$ cat config.mk
export PLATFORM = sky130hd
export DESIGN_NAME = ltbct_timer
export DESIGN_NICKNAME = d
export VERILOG_FILES = /design/src/ltbct_pkg.sv /design/src/ltbct_prescale.sv /design/src/ltbct_timer.sv
export SDC_FILE = /design/constraint.sdc
export NUM_CORES = 1
export LEC_CHECK = 0
export ABC_AREA = 1
export BUFFER_PORTS_ARGS = -buffer_cell sky130_fd_sc_hd__buf_2
export CAP_MARGIN = 25
export CORE_MARGIN = 5
export CORE_UTILIZATION = 47
export CTS_CLUSTER_DIAMETER = 120
export DETAILED_ROUTE_END_ITERATION = 8
export PLACE_DENSITY = 0.76
export SETUP_SLACK_MARGIN = 0.02
export SLEW_MARGIN = 15
export SYNTH_ARGS = -nofsm -noshare
export SYNTH_HDL_FRONTEND = slang
export SYNTH_SLANG_ARGS = --single-unit
$ cat constraint.sdc
create_clock -name clk_i -period 1.4 [get_ports clk_i]
set_input_delay 0.28 -clock clk_i [delete_from_list [all_inputs] [get_ports clk_i]]
set_output_delay 0.28 -clock clk_i [all_outputs]
set_load 0.005 [all_outputs]
$ cat src/ltbct_pkg.sv
`default_nettype none
package ltbct_pkg;
	// register indices; byte address is four times the index
	localparam logic [5:0] LTBCT_IDX_CSR2   = 6'h08;
	localparam logic [5:0] LTBCT_IDX_RELOAD = 6'h09;
	localparam logic [5:0] LTBCT_IDX_CNT2   = 6'h0a;
	localparam logic [5:0] LTBCT_IDX_CSR1   = 6'h0b;
	localparam logic [5:0] LTBCT_IDX_CAPT   = 6'h0c;

	// field positions, second control/status register
	localparam int LTBCT_CSR2_TIMEBASE_TWO_FLAG  = 0;
	localparam int LTBCT_CSR2_TIMEBASE_TWO_IRQ_ENABLE = 1;

	// field positions, first control/status register
	localparam int LTBCT_CSR1_TIMEBASE_ONE_FLAG  = 3;
	localparam int LTBCT_CSR1_TIMEBASE_ONE_IRQ_ENABLE = 4;
	localparam int LTBCT_CSR1_PSEL  = 5;
	localparam int LTBCT_CSR1_ICF   = 6;
	localparam int LTBCT_CSR1_CAPTURE_IRQ_ENABLE  = 7;

	// values after reset
	localparam logic [7:0] LTBCT_RST_RELOAD = 8'h00;
	localparam logic [7:0] LTBCT_RST_CNT1   = 8'h00;
	localparam logic [7:0] LTBCT_RST_CAPT   = 8'h00;
	localparam logic       LTBCT_RST_ICF    = 1'b0;

	// counting constants; divider in oscillator periods, tops and length in steps
	localparam int unsigned LTBCT_OSC_DIV  = 32;
	localparam logic [7:0]  LTBCT_CNT1_TOP = 8'hf9;
	localparam logic [7:0]  LTBCT_CNT2_TOP = 8'hff;
	localparam int unsigned LTBCT_CNT1_LEN =
		32'(LTBCT_CNT1_TOP) + 32'd1;
	// one timebase period is this many oscillator periods
	localparam int unsigned LTBCT_TB_SHORT = LTBCT_OSC_DIV * LTBCT_CNT1_LEN;
	localparam int unsigned LTBCT_TB_LONG  = 2 * LTBCT_TB_SHORT;
endpackage
`default_nettype wire

$ cat src/ltbct_prescale.sv
`timescale 1ns/100ps
`default_nettype none
module ltbct_prescale #(
	parameter int unsigned DIV = ltbct_pkg::LTBCT_OSC_DIV
) (
	// clock and reset
	input  wire logic clk_i,
	input  wire logic rst_i,
	// control
	input  wire logic run_i,
	// one-cycle advance strobe
	output logic      tick_o
);
	localparam int W = (DIV > 1) ? $clog2(DIV) : 1;
	localparam logic [W-1:0] LAST = W'(DIV - 1);

	typedef struct packed {
		logic [W-1:0] cnt;
		logic         tick;
	} ltbct_pre_s;

	ltbct_pre_s st;
	ltbct_pre_s next_st;

	// a divide by one has no counter to wrap
	initial begin
		if (DIV < 2) begin
			$error("ltbct_prescale: DIV must be at least 2");
		end
	end

	// divider freezes in halt, keeping its phase
	always_comb begin
		next_st = st;
		next_st.tick = 1'b0;
		if (run_i) begin
			if (st.cnt == LAST) begin
				next_st.cnt = '0;
				next_st.tick = 1'b1;
			end else begin
				next_st.cnt = st.cnt + W'(1);
			end
		end
	end

	always_ff @(posedge clk_i) begin
		if (rst_i) begin
			st <= '0;
		end else begin
			st <= next_st;
		end
	end

	assign tick_o = st.tick;
endmodule
`default_nettype wire

$ cat src/ltbct_timer.sv
// Overview of operation
// - hidden counter one starts at zero, steps every 32 periods, no access
// - counter one wraps from f9 to 00; that wrap is its overflow
// - timebase event every 8000 periods, or 16000 with period_select set
// - timebase one event sets its flag; irq is flag and enable
// - reading first control/status clears timebase one flag; writes cannot change it
// - capture pin edge copies counter one, sets capture flag, irq if enabled
// - reading capture register clears capture flag; writes cannot change it
// - while capture flag is set, pin edges are ignored, value held
// - counter two starts from reload value, steps every 32, readable
// - counter two passing ff reloads from reload register, not zero
// - reload writes anytime; they take effect only at next overflow
// - counter two overflow sets flag; irq if enabled; read clears it
// - counting goes on in slow, wait, active-halt; stops in halt
// - counter two period is 4 us to 1.024 ms in 4 us steps
// - three interrupt requests leave on separate outputs
//
// Decided for this implementation: the Wishbone interface to the registers.
`timescale 1ns/100ps
`default_nettype none
module ltbct_timer #(
	parameter int unsigned ADR_W = 8
) (
	// clock and reset
	input  wire logic              clk_i,
	input  wire logic              rst_i,
	// wishbone classic slave
	input  wire logic [ADR_W-1:0]  adr_i,
	input  wire logic [31:0]       dat_i,
	output logic      [31:0]       dat_o,
	input  wire logic              we_i,
	input  wire logic [3:0]        sel_i,
	input  wire logic              cyc_i,
	input  wire logic              stb_i,
	output logic                   ack_o,
	// power mode and pin
	input  wire logic              halt_i,
	input  wire logic              capture_input_pin_i,
	// interrupt requests, one per vector
	output logic                   timebase_one_irq_o,
	output logic                   timebase_two_irq_o,
	output logic                   capture_irq_o
);
	typedef struct packed {
		// counters and capture
		logic [7:0] cnt1;
		logic       cnt1_half;
		logic [7:0] cnt2;
		logic [7:0] reload_field;
		logic [7:0] captured_field;
		// flags and enables
		logic       timebase_one_flag;
		logic       timebase_two_flag;
		logic       capture_flag;
		logic       timebase_one_irq_enable;
		logic       timebase_two_irq_enable;
		logic       capture_irq_enable;
		logic       period_select;
		// pin synchroniser and edge detector
		logic       pin_meta;
		logic       pin_sync;
		logic       pin_prev;
		logic [1:0] pin_fill;
		// bus answer
		logic       ack;
		logic [7:0] rdata;
	} ltbct_state_s;

	ltbct_state_s st;
	ltbct_state_s next_st;
	logic         tick;
	logic         req;
	logic         rd;
	logic         wr;
	logic [5:0]   idx;
	logic [7:0]   rd_val;
	logic         cnt1_wrap;
	logic         tb1_event;
	logic         tb2_event;
	logic         pin_edge;
	logic         hit_csr1;
	logic         hit_csr2;
	logic         hit_reload;
	logic         hit_capt;

	// per-register strobes
	logic         clr_tb1;
	logic         clr_tb2;
	logic         clr_capt;
	logic         wr_csr1;
	logic         wr_csr2;
	logic         wr_reload;

	// decode reads byte address bits 7:2; a narrower bus could not
	// supply all six of those bits
	initial begin
		if (ADR_W < 8) begin
			$error("ltbct_timer: ADR_W must be at least 8");
		end
	end

	// shared fosc/32 step; halt freezes both counters
	// a step already issued when halt rises still lands: halt is a level
	// sampled like any other input, so one step of latency is accepted
	ltbct_prescale #(
		.DIV    (ltbct_pkg::LTBCT_OSC_DIV)
	) i_ltbct_prescale (
		.clk_i  (clk_i),
		.rst_i  (rst_i),
		.run_i  (!halt_i),
		.tick_o (tick)
	);

	// request is taken once; ack drops the cycle after it rose
	assign req = cyc_i && stb_i && !st.ack;
	assign rd  = req && !we_i;
	assign wr  = req && we_i && sel_i[0];
	assign idx = adr_i[7:2];

	// read side effects land at the edge that takes the read
	assign clr_tb1  = rd && hit_csr1;
	assign clr_tb2  = rd && hit_csr2;
	assign clr_capt = rd && hit_capt;
	// writes need byte lane 0, the only lane that holds a register
	assign wr_csr1   = wr && hit_csr1;
	assign wr_csr2   = wr && hit_csr2;
	assign wr_reload = wr && hit_reload;

	// address decode; upper address bits must be zero to hit
	always_comb begin
		hit_csr1 = 1'b0;
		hit_csr2 = 1'b0;
		hit_reload = 1'b0;
		hit_capt = 1'b0;
		rd_val = 8'h00;
		// a shift, not a part-select, so an eight-bit bus still elaborates
		if ((adr_i >> 8) != '0) begin
			rd_val = 8'h00;
		end else if (adr_i[1:0] != 2'h0) begin
			rd_val = 8'h00;
		end else if (idx == ltbct_pkg::LTBCT_IDX_CSR2) begin
			hit_csr2 = 1'b1;
			// upper six bits read as zero
			rd_val[ltbct_pkg::LTBCT_CSR2_TIMEBASE_TWO_FLAG] = st.timebase_two_flag;
			rd_val[ltbct_pkg::LTBCT_CSR2_TIMEBASE_TWO_IRQ_ENABLE] =
				st.timebase_two_irq_enable;
		end else if (idx == ltbct_pkg::LTBCT_IDX_RELOAD) begin
			hit_reload = 1'b1;
			rd_val = st.reload_field;
		end else if (idx == ltbct_pkg::LTBCT_IDX_CNT2) begin
			rd_val = st.cnt2;
		end else if (idx == ltbct_pkg::LTBCT_IDX_CSR1) begin
			hit_csr1 = 1'b1;
			rd_val[ltbct_pkg::LTBCT_CSR1_TIMEBASE_ONE_FLAG] = st.timebase_one_flag;
			rd_val[ltbct_pkg::LTBCT_CSR1_TIMEBASE_ONE_IRQ_ENABLE] =
				st.timebase_one_irq_enable;
			rd_val[ltbct_pkg::LTBCT_CSR1_PSEL] = st.period_select;
			rd_val[ltbct_pkg::LTBCT_CSR1_ICF] = st.capture_flag;
			rd_val[ltbct_pkg::LTBCT_CSR1_CAPTURE_IRQ_ENABLE] = st.capture_irq_enable;
		end else if (idx == ltbct_pkg::LTBCT_IDX_CAPT) begin
			hit_capt = 1'b1;
			rd_val = st.captured_field;
		end else begin
			rd_val = 8'h00; // unmapped: acked, reads zero
		end
	end

	// counter one event terms
	assign cnt1_wrap = tick && (st.cnt1 == ltbct_pkg::LTBCT_CNT1_TOP);
	// long period takes every second wrap
	assign tb1_event = cnt1_wrap && (!st.period_select || st.cnt1_half);
	assign tb2_event = tick && (st.cnt2 == ltbct_pkg::LTBCT_CNT2_TOP);
	// edge seen between second and third flop, never the first; armed
	// only once the chain has refilled after reset
	assign pin_edge = (&st.pin_fill) && (st.pin_sync ^ st.pin_prev);

	// next state
	always_comb begin
		next_st = st;

		// bus answer; read data latched with pre-clear flag values
		next_st.ack = req;
		if (rd) begin
			next_st.rdata = rd_val;
		end

		// pin synchroniser
		next_st.pin_meta = capture_input_pin_i;
		next_st.pin_sync = st.pin_meta;
		next_st.pin_prev = st.pin_sync;
		// a pin idling high would otherwise fake an edge after reset
		if (!(&st.pin_fill)) begin
			next_st.pin_fill = st.pin_fill + 2'h1;
		end

		// counter one: no bus path reaches it
		if (tick) begin
			if (cnt1_wrap) begin
				next_st.cnt1 = 8'h00;
				next_st.cnt1_half = !st.cnt1_half;
			end else begin
				next_st.cnt1 = st.cnt1 + 8'h01;
			end
		end

		// counter two: reload replaces zero at overflow; a reload written
		// in the overflow cycle itself waits for the following overflow
		if (tick) begin
			if (tb2_event) begin
				next_st.cnt2 = st.reload_field;
			end else begin
				next_st.cnt2 = st.cnt2 + 8'h01;
			end
		end

		// control writes; flag bits are not writable
		if (wr_csr1) begin
			next_st.capture_irq_enable =
				dat_i[ltbct_pkg::LTBCT_CSR1_CAPTURE_IRQ_ENABLE];
			next_st.period_select = dat_i[ltbct_pkg::LTBCT_CSR1_PSEL];
			next_st.timebase_one_irq_enable =
				dat_i[ltbct_pkg::LTBCT_CSR1_TIMEBASE_ONE_IRQ_ENABLE];
		end
		if (wr_csr2) begin
			next_st.timebase_two_irq_enable =
				dat_i[ltbct_pkg::LTBCT_CSR2_TIMEBASE_TWO_IRQ_ENABLE];
		end
		// running count untouched; value waits for overflow
		if (wr_reload) begin
			next_st.reload_field = dat_i[7:0];
		end

		// flags: a set in the clearing cycle wins
		// so software never loses an event that it has not yet seen
		next_st.timebase_one_flag = tb1_event ||
			(st.timebase_one_flag && !clr_tb1);
		next_st.timebase_two_flag = tb2_event ||
			(st.timebase_two_flag && !clr_tb2);

		// capture blocked while flag stands, so the value holds
		// an edge in the cycle of a clearing read is dropped: flag stood
		if (pin_edge && !st.capture_flag) begin
			next_st.captured_field = st.cnt1;
			next_st.capture_flag = 1'b1;
		end else if (clr_capt) begin
			next_st.capture_flag = 1'b0;
		end
	end

	always_ff @(posedge clk_i) begin
		if (rst_i) begin
			// counters and capture
			st.cnt1 <= ltbct_pkg::LTBCT_RST_CNT1;
			st.cnt1_half <= 1'b0;
			st.reload_field <= ltbct_pkg::LTBCT_RST_RELOAD;
			// counter two starts from the reset reload value
			st.cnt2 <= ltbct_pkg::LTBCT_RST_RELOAD;
			st.captured_field <= ltbct_pkg::LTBCT_RST_CAPT;

			// flags and enables clear; the capture flag is given a value
			// here, though software still reads the capture register once
			st.timebase_one_flag <= 1'b0;
			st.timebase_two_flag <= 1'b0;
			st.capture_flag <= ltbct_pkg::LTBCT_RST_ICF;
			st.timebase_one_irq_enable <= 1'b0;
			st.timebase_two_irq_enable <= 1'b0;
			st.capture_irq_enable <= 1'b0;
			st.period_select <= 1'b0;

			// pin chain flushed, edge detect disarmed
			st.pin_meta <= 1'b0;
			st.pin_sync <= 1'b0;
			st.pin_prev <= 1'b0;
			st.pin_fill <= 2'h0;

			// no answer pending, read data cleared
			st.ack <= 1'b0;
			st.rdata <= 8'h00;
		end else begin
			st <= next_st;
		end
	end

	// bus outputs
	// every register is one byte, so the upper lanes read zero
	assign ack_o = st.ack;
	assign dat_o = {24'h000000, st.rdata};

	// separate request lines, each flag and its enable
	// a request stays up until its flag is read away or its enable cleared
	assign timebase_one_irq_o =
		st.timebase_one_flag && st.timebase_one_irq_enable;
	assign timebase_two_irq_o =
		st.timebase_two_flag && st.timebase_two_irq_enable;
	assign capture_irq_o =
		st.capture_flag && st.capture_irq_enable;
endmodule
`default_nettype wire

# Word-level counts from Yosys, hierarchy flattened
# Cells that the tools add are included.
totals:
  register_bits: 60
  inputBits: 51
  output_inout_bits: 36
classes:
  add_sub_neg: 4
  n_eq_ne: 8
  mux: 30
  n_bitwise: 1
  reduce_logical: 36
ops:
  columns: ["op", "n"]
  rows:
  - ["$mux 8", 6]
  - ["$eq 6x4->1 const B", 5]
  - ["$logic_and 1x1->1", 21]
  - ["$mux 1", 19]
  - ["$add 8x1->8 const B", 2]
  - ["$eq 8x8->1 const B", 2]
  - ["$mux 5", 2]
  - ["$logic_not 1->1", 7]
  - ["$mux 6", 1]
  - ["$add 5x1->5 const B", 1]
  - ["$eq 5x5->1 const B", 1]
  - ["$reduce_and 2->1", 2]
  - ["$reduce_bool 2->1", 2]
  - ["$logic_or 1x1->1", 3]
  - ["$mux 3", 1]
  - ["$add 2x1->2 const B", 1]
  - ["$mux 2", 1]
  - ["$reduce_or 2->1", 1]
  - ["$xor 1x1->1", 1]

# Depth between registers and ports, before layout
depth:
  ltp_word: 10
  mapped_depth: 9
  depth_no_buf: 9

# Hierarchy
# Synthesis repeated with hierarchy kept, for this count alone.
hier_totals:
  cells_unflattened: 454
  hier_area_um2: 3218.1
modules_own_cells:
  columns: ["mod", "n_inst", "cells_per_inst", "area_each_um2", "seq_area_each_um2"]
  rows:
  - ["ltbct_timer", 1, 420, 2956.6, 1081.0]
  - ["ltbct_prescale", 1, 34, 261.5, 120.1]

# Worst setup path before layout
# No wires, ideal clock.
synth_path:
  kind: "register to register"
  startpoint: "register st[37] (netlist name)"
  endpoint: "register st[42] (netlist name)"
  setup_ps: 116
  t_arrival_ps: 1298
  t_required_ps: 1284
  path_slack_ps: -13
  stages_incl_launch_ff: 8
  path_buffers: 0
  synth_period_minus_slack_ps: 1413
  path_cell_list: "dfxtp_1 > ha_1 > nand2_1 > nor2_1 > nand3_2 > or2_0 > a21oi_1 > nor2_1"
synth_between:
  elab_chain_cells: 3
  word_cells_on_any_way: 4
synth_rtl:
  columns: ["item", "line_no", "rtl"]
  rows:
  - ["start: declaration", "ltbct_timer.sv:69", "ltbct_state_s st;"]
  - ["start signal: assignment", "ltbct_timer.sv:280", "st <= next_st;"]
  - ["branches (longest 2 deep; another with $add 8x1->8)", null, null]
  - ["$mux 8 *", "ltbct_timer.sv:209", "if (tb2_event) begin"]
# Mark *: on every way between the ends.
# A chain may end at the register's enable or synchronous reset.

# Final worst setup path
layout_path:
  startpoint: "register st (netlist bit ack_o)"
  endpoint: "register st[30] (netlist name)"
layout_between:
  elab_chain_cells: 5
layout_rtl:
  columns: ["item", "line_no", "rtl"]
  rows:
  - ["$logic_not 1->1", "ltbct_timer.sv:115", "assign req = cyc_i && stb_i && !st.ack;"]
  - ["$logic_and 1x1->1", "ltbct_timer.sv:115", null]
  - ["$logic_and 1x1->1 (2 in a row)", "ltbct_timer.sv:117", "assign wr = req && we_i && sel_i[0];"]
  - ["$logic_and 1x1->1", "ltbct_timer.sv:127", "assign wr_reload = wr && hit_reload;"]
# No other way between the ends.

==> results.sh <==
export IMPL_status="finished, final reports clean"
export IMPL_finalSetupTns_ns=0
export IMPL_cp_data_required_time_ns=1.65
export IMPL_drtAntennaViolNets=0
export IMPL_grt_max_degree=20
export IMPL_antennaDiodeCount=0
export IMPL_antenna_found_initial=0
export IMPL_ctsLongestPathBuffers=2
export IMPL_hold_path_class="input port to register"
export IMPL_reg2reg_depth=7
export IMPL_synth_distinct_cells=34
export IMPL_yosysWarnings=0
export IMPL_grt_pass1_wl_um=12100
export IMPL_p_sw_mw=0.848
export IMPL_drv_slew=0
export IMPL_swShare=0.233
export IMPL_die_area_sq_um=8380
export IMPL_total_power_mw=3.63
export IMPL_pwr_share_seq=0.483
export IMPL_grt_pass1_vias=2641
export IMPL_syn_avg_cell_area_sq_um=6.98
export IMPL_slowest_stage="dfxtp_2"
export IMPL_slowest_delay_ns=0.32
export IMPL_fp_dieW_um=91.5
export IMPL_holdPathStages=3
export IMPL_htreeDepth=3
export IMPL_setup_viol=0
export IMPL_core_area_sq_um=6420
export IMPL_cp_start_kind="register"
export IMPL_track_usage=0.181
export IMPL_fin_crit_sh=0.974
export IMPL_maxCapViolations=0
export IMPL_crit_chain="nand3b_1, nor2_1, buf_4, buf_4, nand3_2, nor2_1, nor2_1"
export IMPL_leakagePower_nw=1.68
export IMPL_clock_fmax_mhz=733
export IMPL_netlist_instances=448
export IMPL_finalCriticalPeriod_ns=1.36
export IMPL_path_clk_slew_ns=0.07
export IMPL_routedWlPerCell_um=13.3
export IMPL_area_delta_synth_final_pct=19.3
export IMPL_cp_common_cell="nor2_1"
export IMPL_hold_slack_ns=0.136
export IMPL_setup_ws_ns=0.0361
export IMPL_rows=29
export IMPL_pwr_share_comb=0.070
export IMPL_drc_errors=0
export IMPL_p_per_area_nw_per_um2=974
export IMPL_routed_wl_um=7840
export IMPL_routabilityCongestion=0.897
export IMPL_yosysSeqAreaShare=0.384
export IMPL_numClockSinks=60
export IMPL_drive_gt1_frac=0.229
export IMPL_final_area_sq_um=3730
export IMPL_dr_first_iter_drc_count=214
export IMPL_ir_drop_uv=613
export IMPL_nets=563
export IMPL_synthesis_area_sq_um=3130
export IMPL_tritoncts="yes"
export IMPL_rsz0062_at_grt="true"
export IMPL_clk_latency_ns=0.35
export IMPL_first_pass_iters=4
export IMPL_skew_ns=0.00921
export IMPL_io_pins=87
export IMPL_crit_path_end_kind="register"
export IMPL_hold_viol_final=0
export IMPL_grt_overflow=0
export IMPL_pre_cts_slack_ns=-0.0634
export IMPL_viasPerCell=5.08
export IMPL_crit_fanout=4
export IMPL_clockPowerShare=0.448
export IMPL_cts_buffers=9
export IMPL_num_vias=2981
export IMPL_root_buffer="clkbuf_8"
export IMPL_initial_core_util=0.487
export IMPL_ctsHoldBuffers=0
export IMPL_dp_hpwl_um=5510
export IMPL_arrival_ns=1.61
export IMPL_criticalPathCategory="register to register"
export IMPL_placed_area_sq_um=3390
export IMPL_intPower_mw=2.79
export IMPL_die_h_um=91.5
export IMPL_io_buffers=35
export IMPL_synth_seq_cells=60
[final timing paths]
path                       start     endpoint  slack (ns)
max                        ack_o       st[30]        0.04
min          capture_input_pin_i  next_st[12]        0.14
max reg2reg                ack_o       st[30]        0.04
min reg2reg          next_st[12]  next_st[11]        0.43
[per-stage QoR]
| stage | util | cells |
|---|---|---|
| after global routing | 0.581 | 587 |
| after CTS | 0.566 | 585 |
| after detailed placement | 0.527 | 566 |
| after global placement | 0.527 | 566 |
| final | 0.581 | 587 |
| after floorplan | - | 471 |
[what timing repair did]
item	CTS	global route
cloned	0	1
setup endpoints to repair	5	35
buffers inserted	4	2
pin swaps	5	13
resized for setup	7	24
[cell usage in the layout, fill, tap and decap left out, types with 2 or more instances in the layout]
master,Yosys,final
nand4_1,6,6
o21ai_1,13,14
dfxtp_2,0,7
nand2_2,1,2
a21oi_1,37,35
inv_1,49,48
buf_4,32,26
conb_1,1,24
nor2_1,86,83
o21ai_0,21,18
o31ai_1,2,2
nor2_4,2,3
clkbuf_8,0,12
clkbuf_1,5,2
buf_6,0,2
buf_2,1,35
nand3_4,1,3
a31oi_1,2,2
o21ai_2,0,2
nand3_1,22,22
o211ai_1,2,2
ha_1,6,5
nor3_1,9,8
nand2_1,64,62
xor2_1,3,3
nor2_2,5,7
nand3_2,3,2
a21oi_2,0,2
dfxtp_1,60,53
inv_2,5,6
[cells by family after synthesis]
| logic type | Yosys count | share of synthesized area |
|---|---|---|
| xor+xnor | 4 | 0.0112 |
| other cells | 1 | 0.00120 |
| flops | 60 | 0.384 |
| fa+ha+maj | 6 | 0.0240 |
| buf+inv | 95 | 0.153 |
| simple gates | 204 | 0.296 |
| compound gates | 78 | 0.130 |
[cell usage after synthesis]
master / number / area (sq um)
nor2_1: 86 / 323
nand3_2: 3 / 30.0
nor4_4: 1 / 21.3
nor2_4: 2 / 22.5
dfxtp_1: 60 / 1200
nor2_2: 5 / 31.3
or2_0: 1 / 6.26
o21ai_0: 21 / 105
nor3_1: 9 / 45.0
inv_2: 5 / 18.8
nand3b_1: 1 / 7.51
a21oi_1: 37 / 185
xor2_1: 3 / 26.3
nand3_4: 1 / 17.5
a31oi_1: 2 / 12.5
buf_1: 2 / 7.51
nand4_1: 6 / 37.5
o21ai_1: 13 / 65.1
a211oi_1: 1 / 7.51
clkinv_2: 1 / 5.00
nand2_1: 64 / 240
o211ai_1: 2 / 15.0
nor3b_1: 1 / 7.51
nand2_2: 1 / 6.26
conb_1: 1 / 3.75
clkbuf_1: 5 / 18.8
inv_1: 49 / 184
nor2_8: 1 / 20.0
ha_1: 6 / 75.1
xnor2_1: 1 / 8.76
o31ai_1: 2 / 15.0
nand3_1: 22 / 110
buf_4: 32 / 240
buf_2: 1 / 5.00
[sequential cells by signal, summed over array words and instances, names as in the netlist]
register	flops
ack_o	1
dat_o	8
i_ltbct_prescale.st	5
i_ltbct_prescale.tick_o	1
next_st	2
st	43
[worst max-delay path, delay by kind of cell, from the launching register on]
family	cells	cell delay (ns)
and+or+nand+nor	5	0.68
buffers and inverters	2	0.27
DFF	1	0.32
[layer usage]
| layer | part of all wire | vias up | global-route usage |
|---|---|---|---|
| li1 | - | 1501 | - |
| met1 | 0.43 | 1355 | 0.228 |
| met2 | 0.47 | 110 | 0.285 |
| met3 | 0.081 | 15 | 0.0554 |
| met4 | 0.023 | 0 | 0.0754 |
| met5 | 0 | - | 0 |
[layout make-up]
type                       count  area, sq um
clock buffer                  14          173
clock inverter                 1         30.0
fill                         613         2690
inverter                      55          211
multi-input combinational    317         1620
sequential                    60         1210
tap                           77         96.3
timing repair buffer          63          393
[power groups by stage]
stage / combinational, mW / clock (mW) / sequential, mW
final: 0.253 / 1.63 / 1.75
after floorplan: 0.183 / 0 / 1.79
after detailed placement: 0.240 / 0 / 1.79
after global routing: 0.283 / 1.72 / 1.76
after global placement: 0.229 / 0 / 1.79
after CTS: 0.243 / 1.66 / 1.75
No activity file was read; power rests on OpenSTA's default activity.
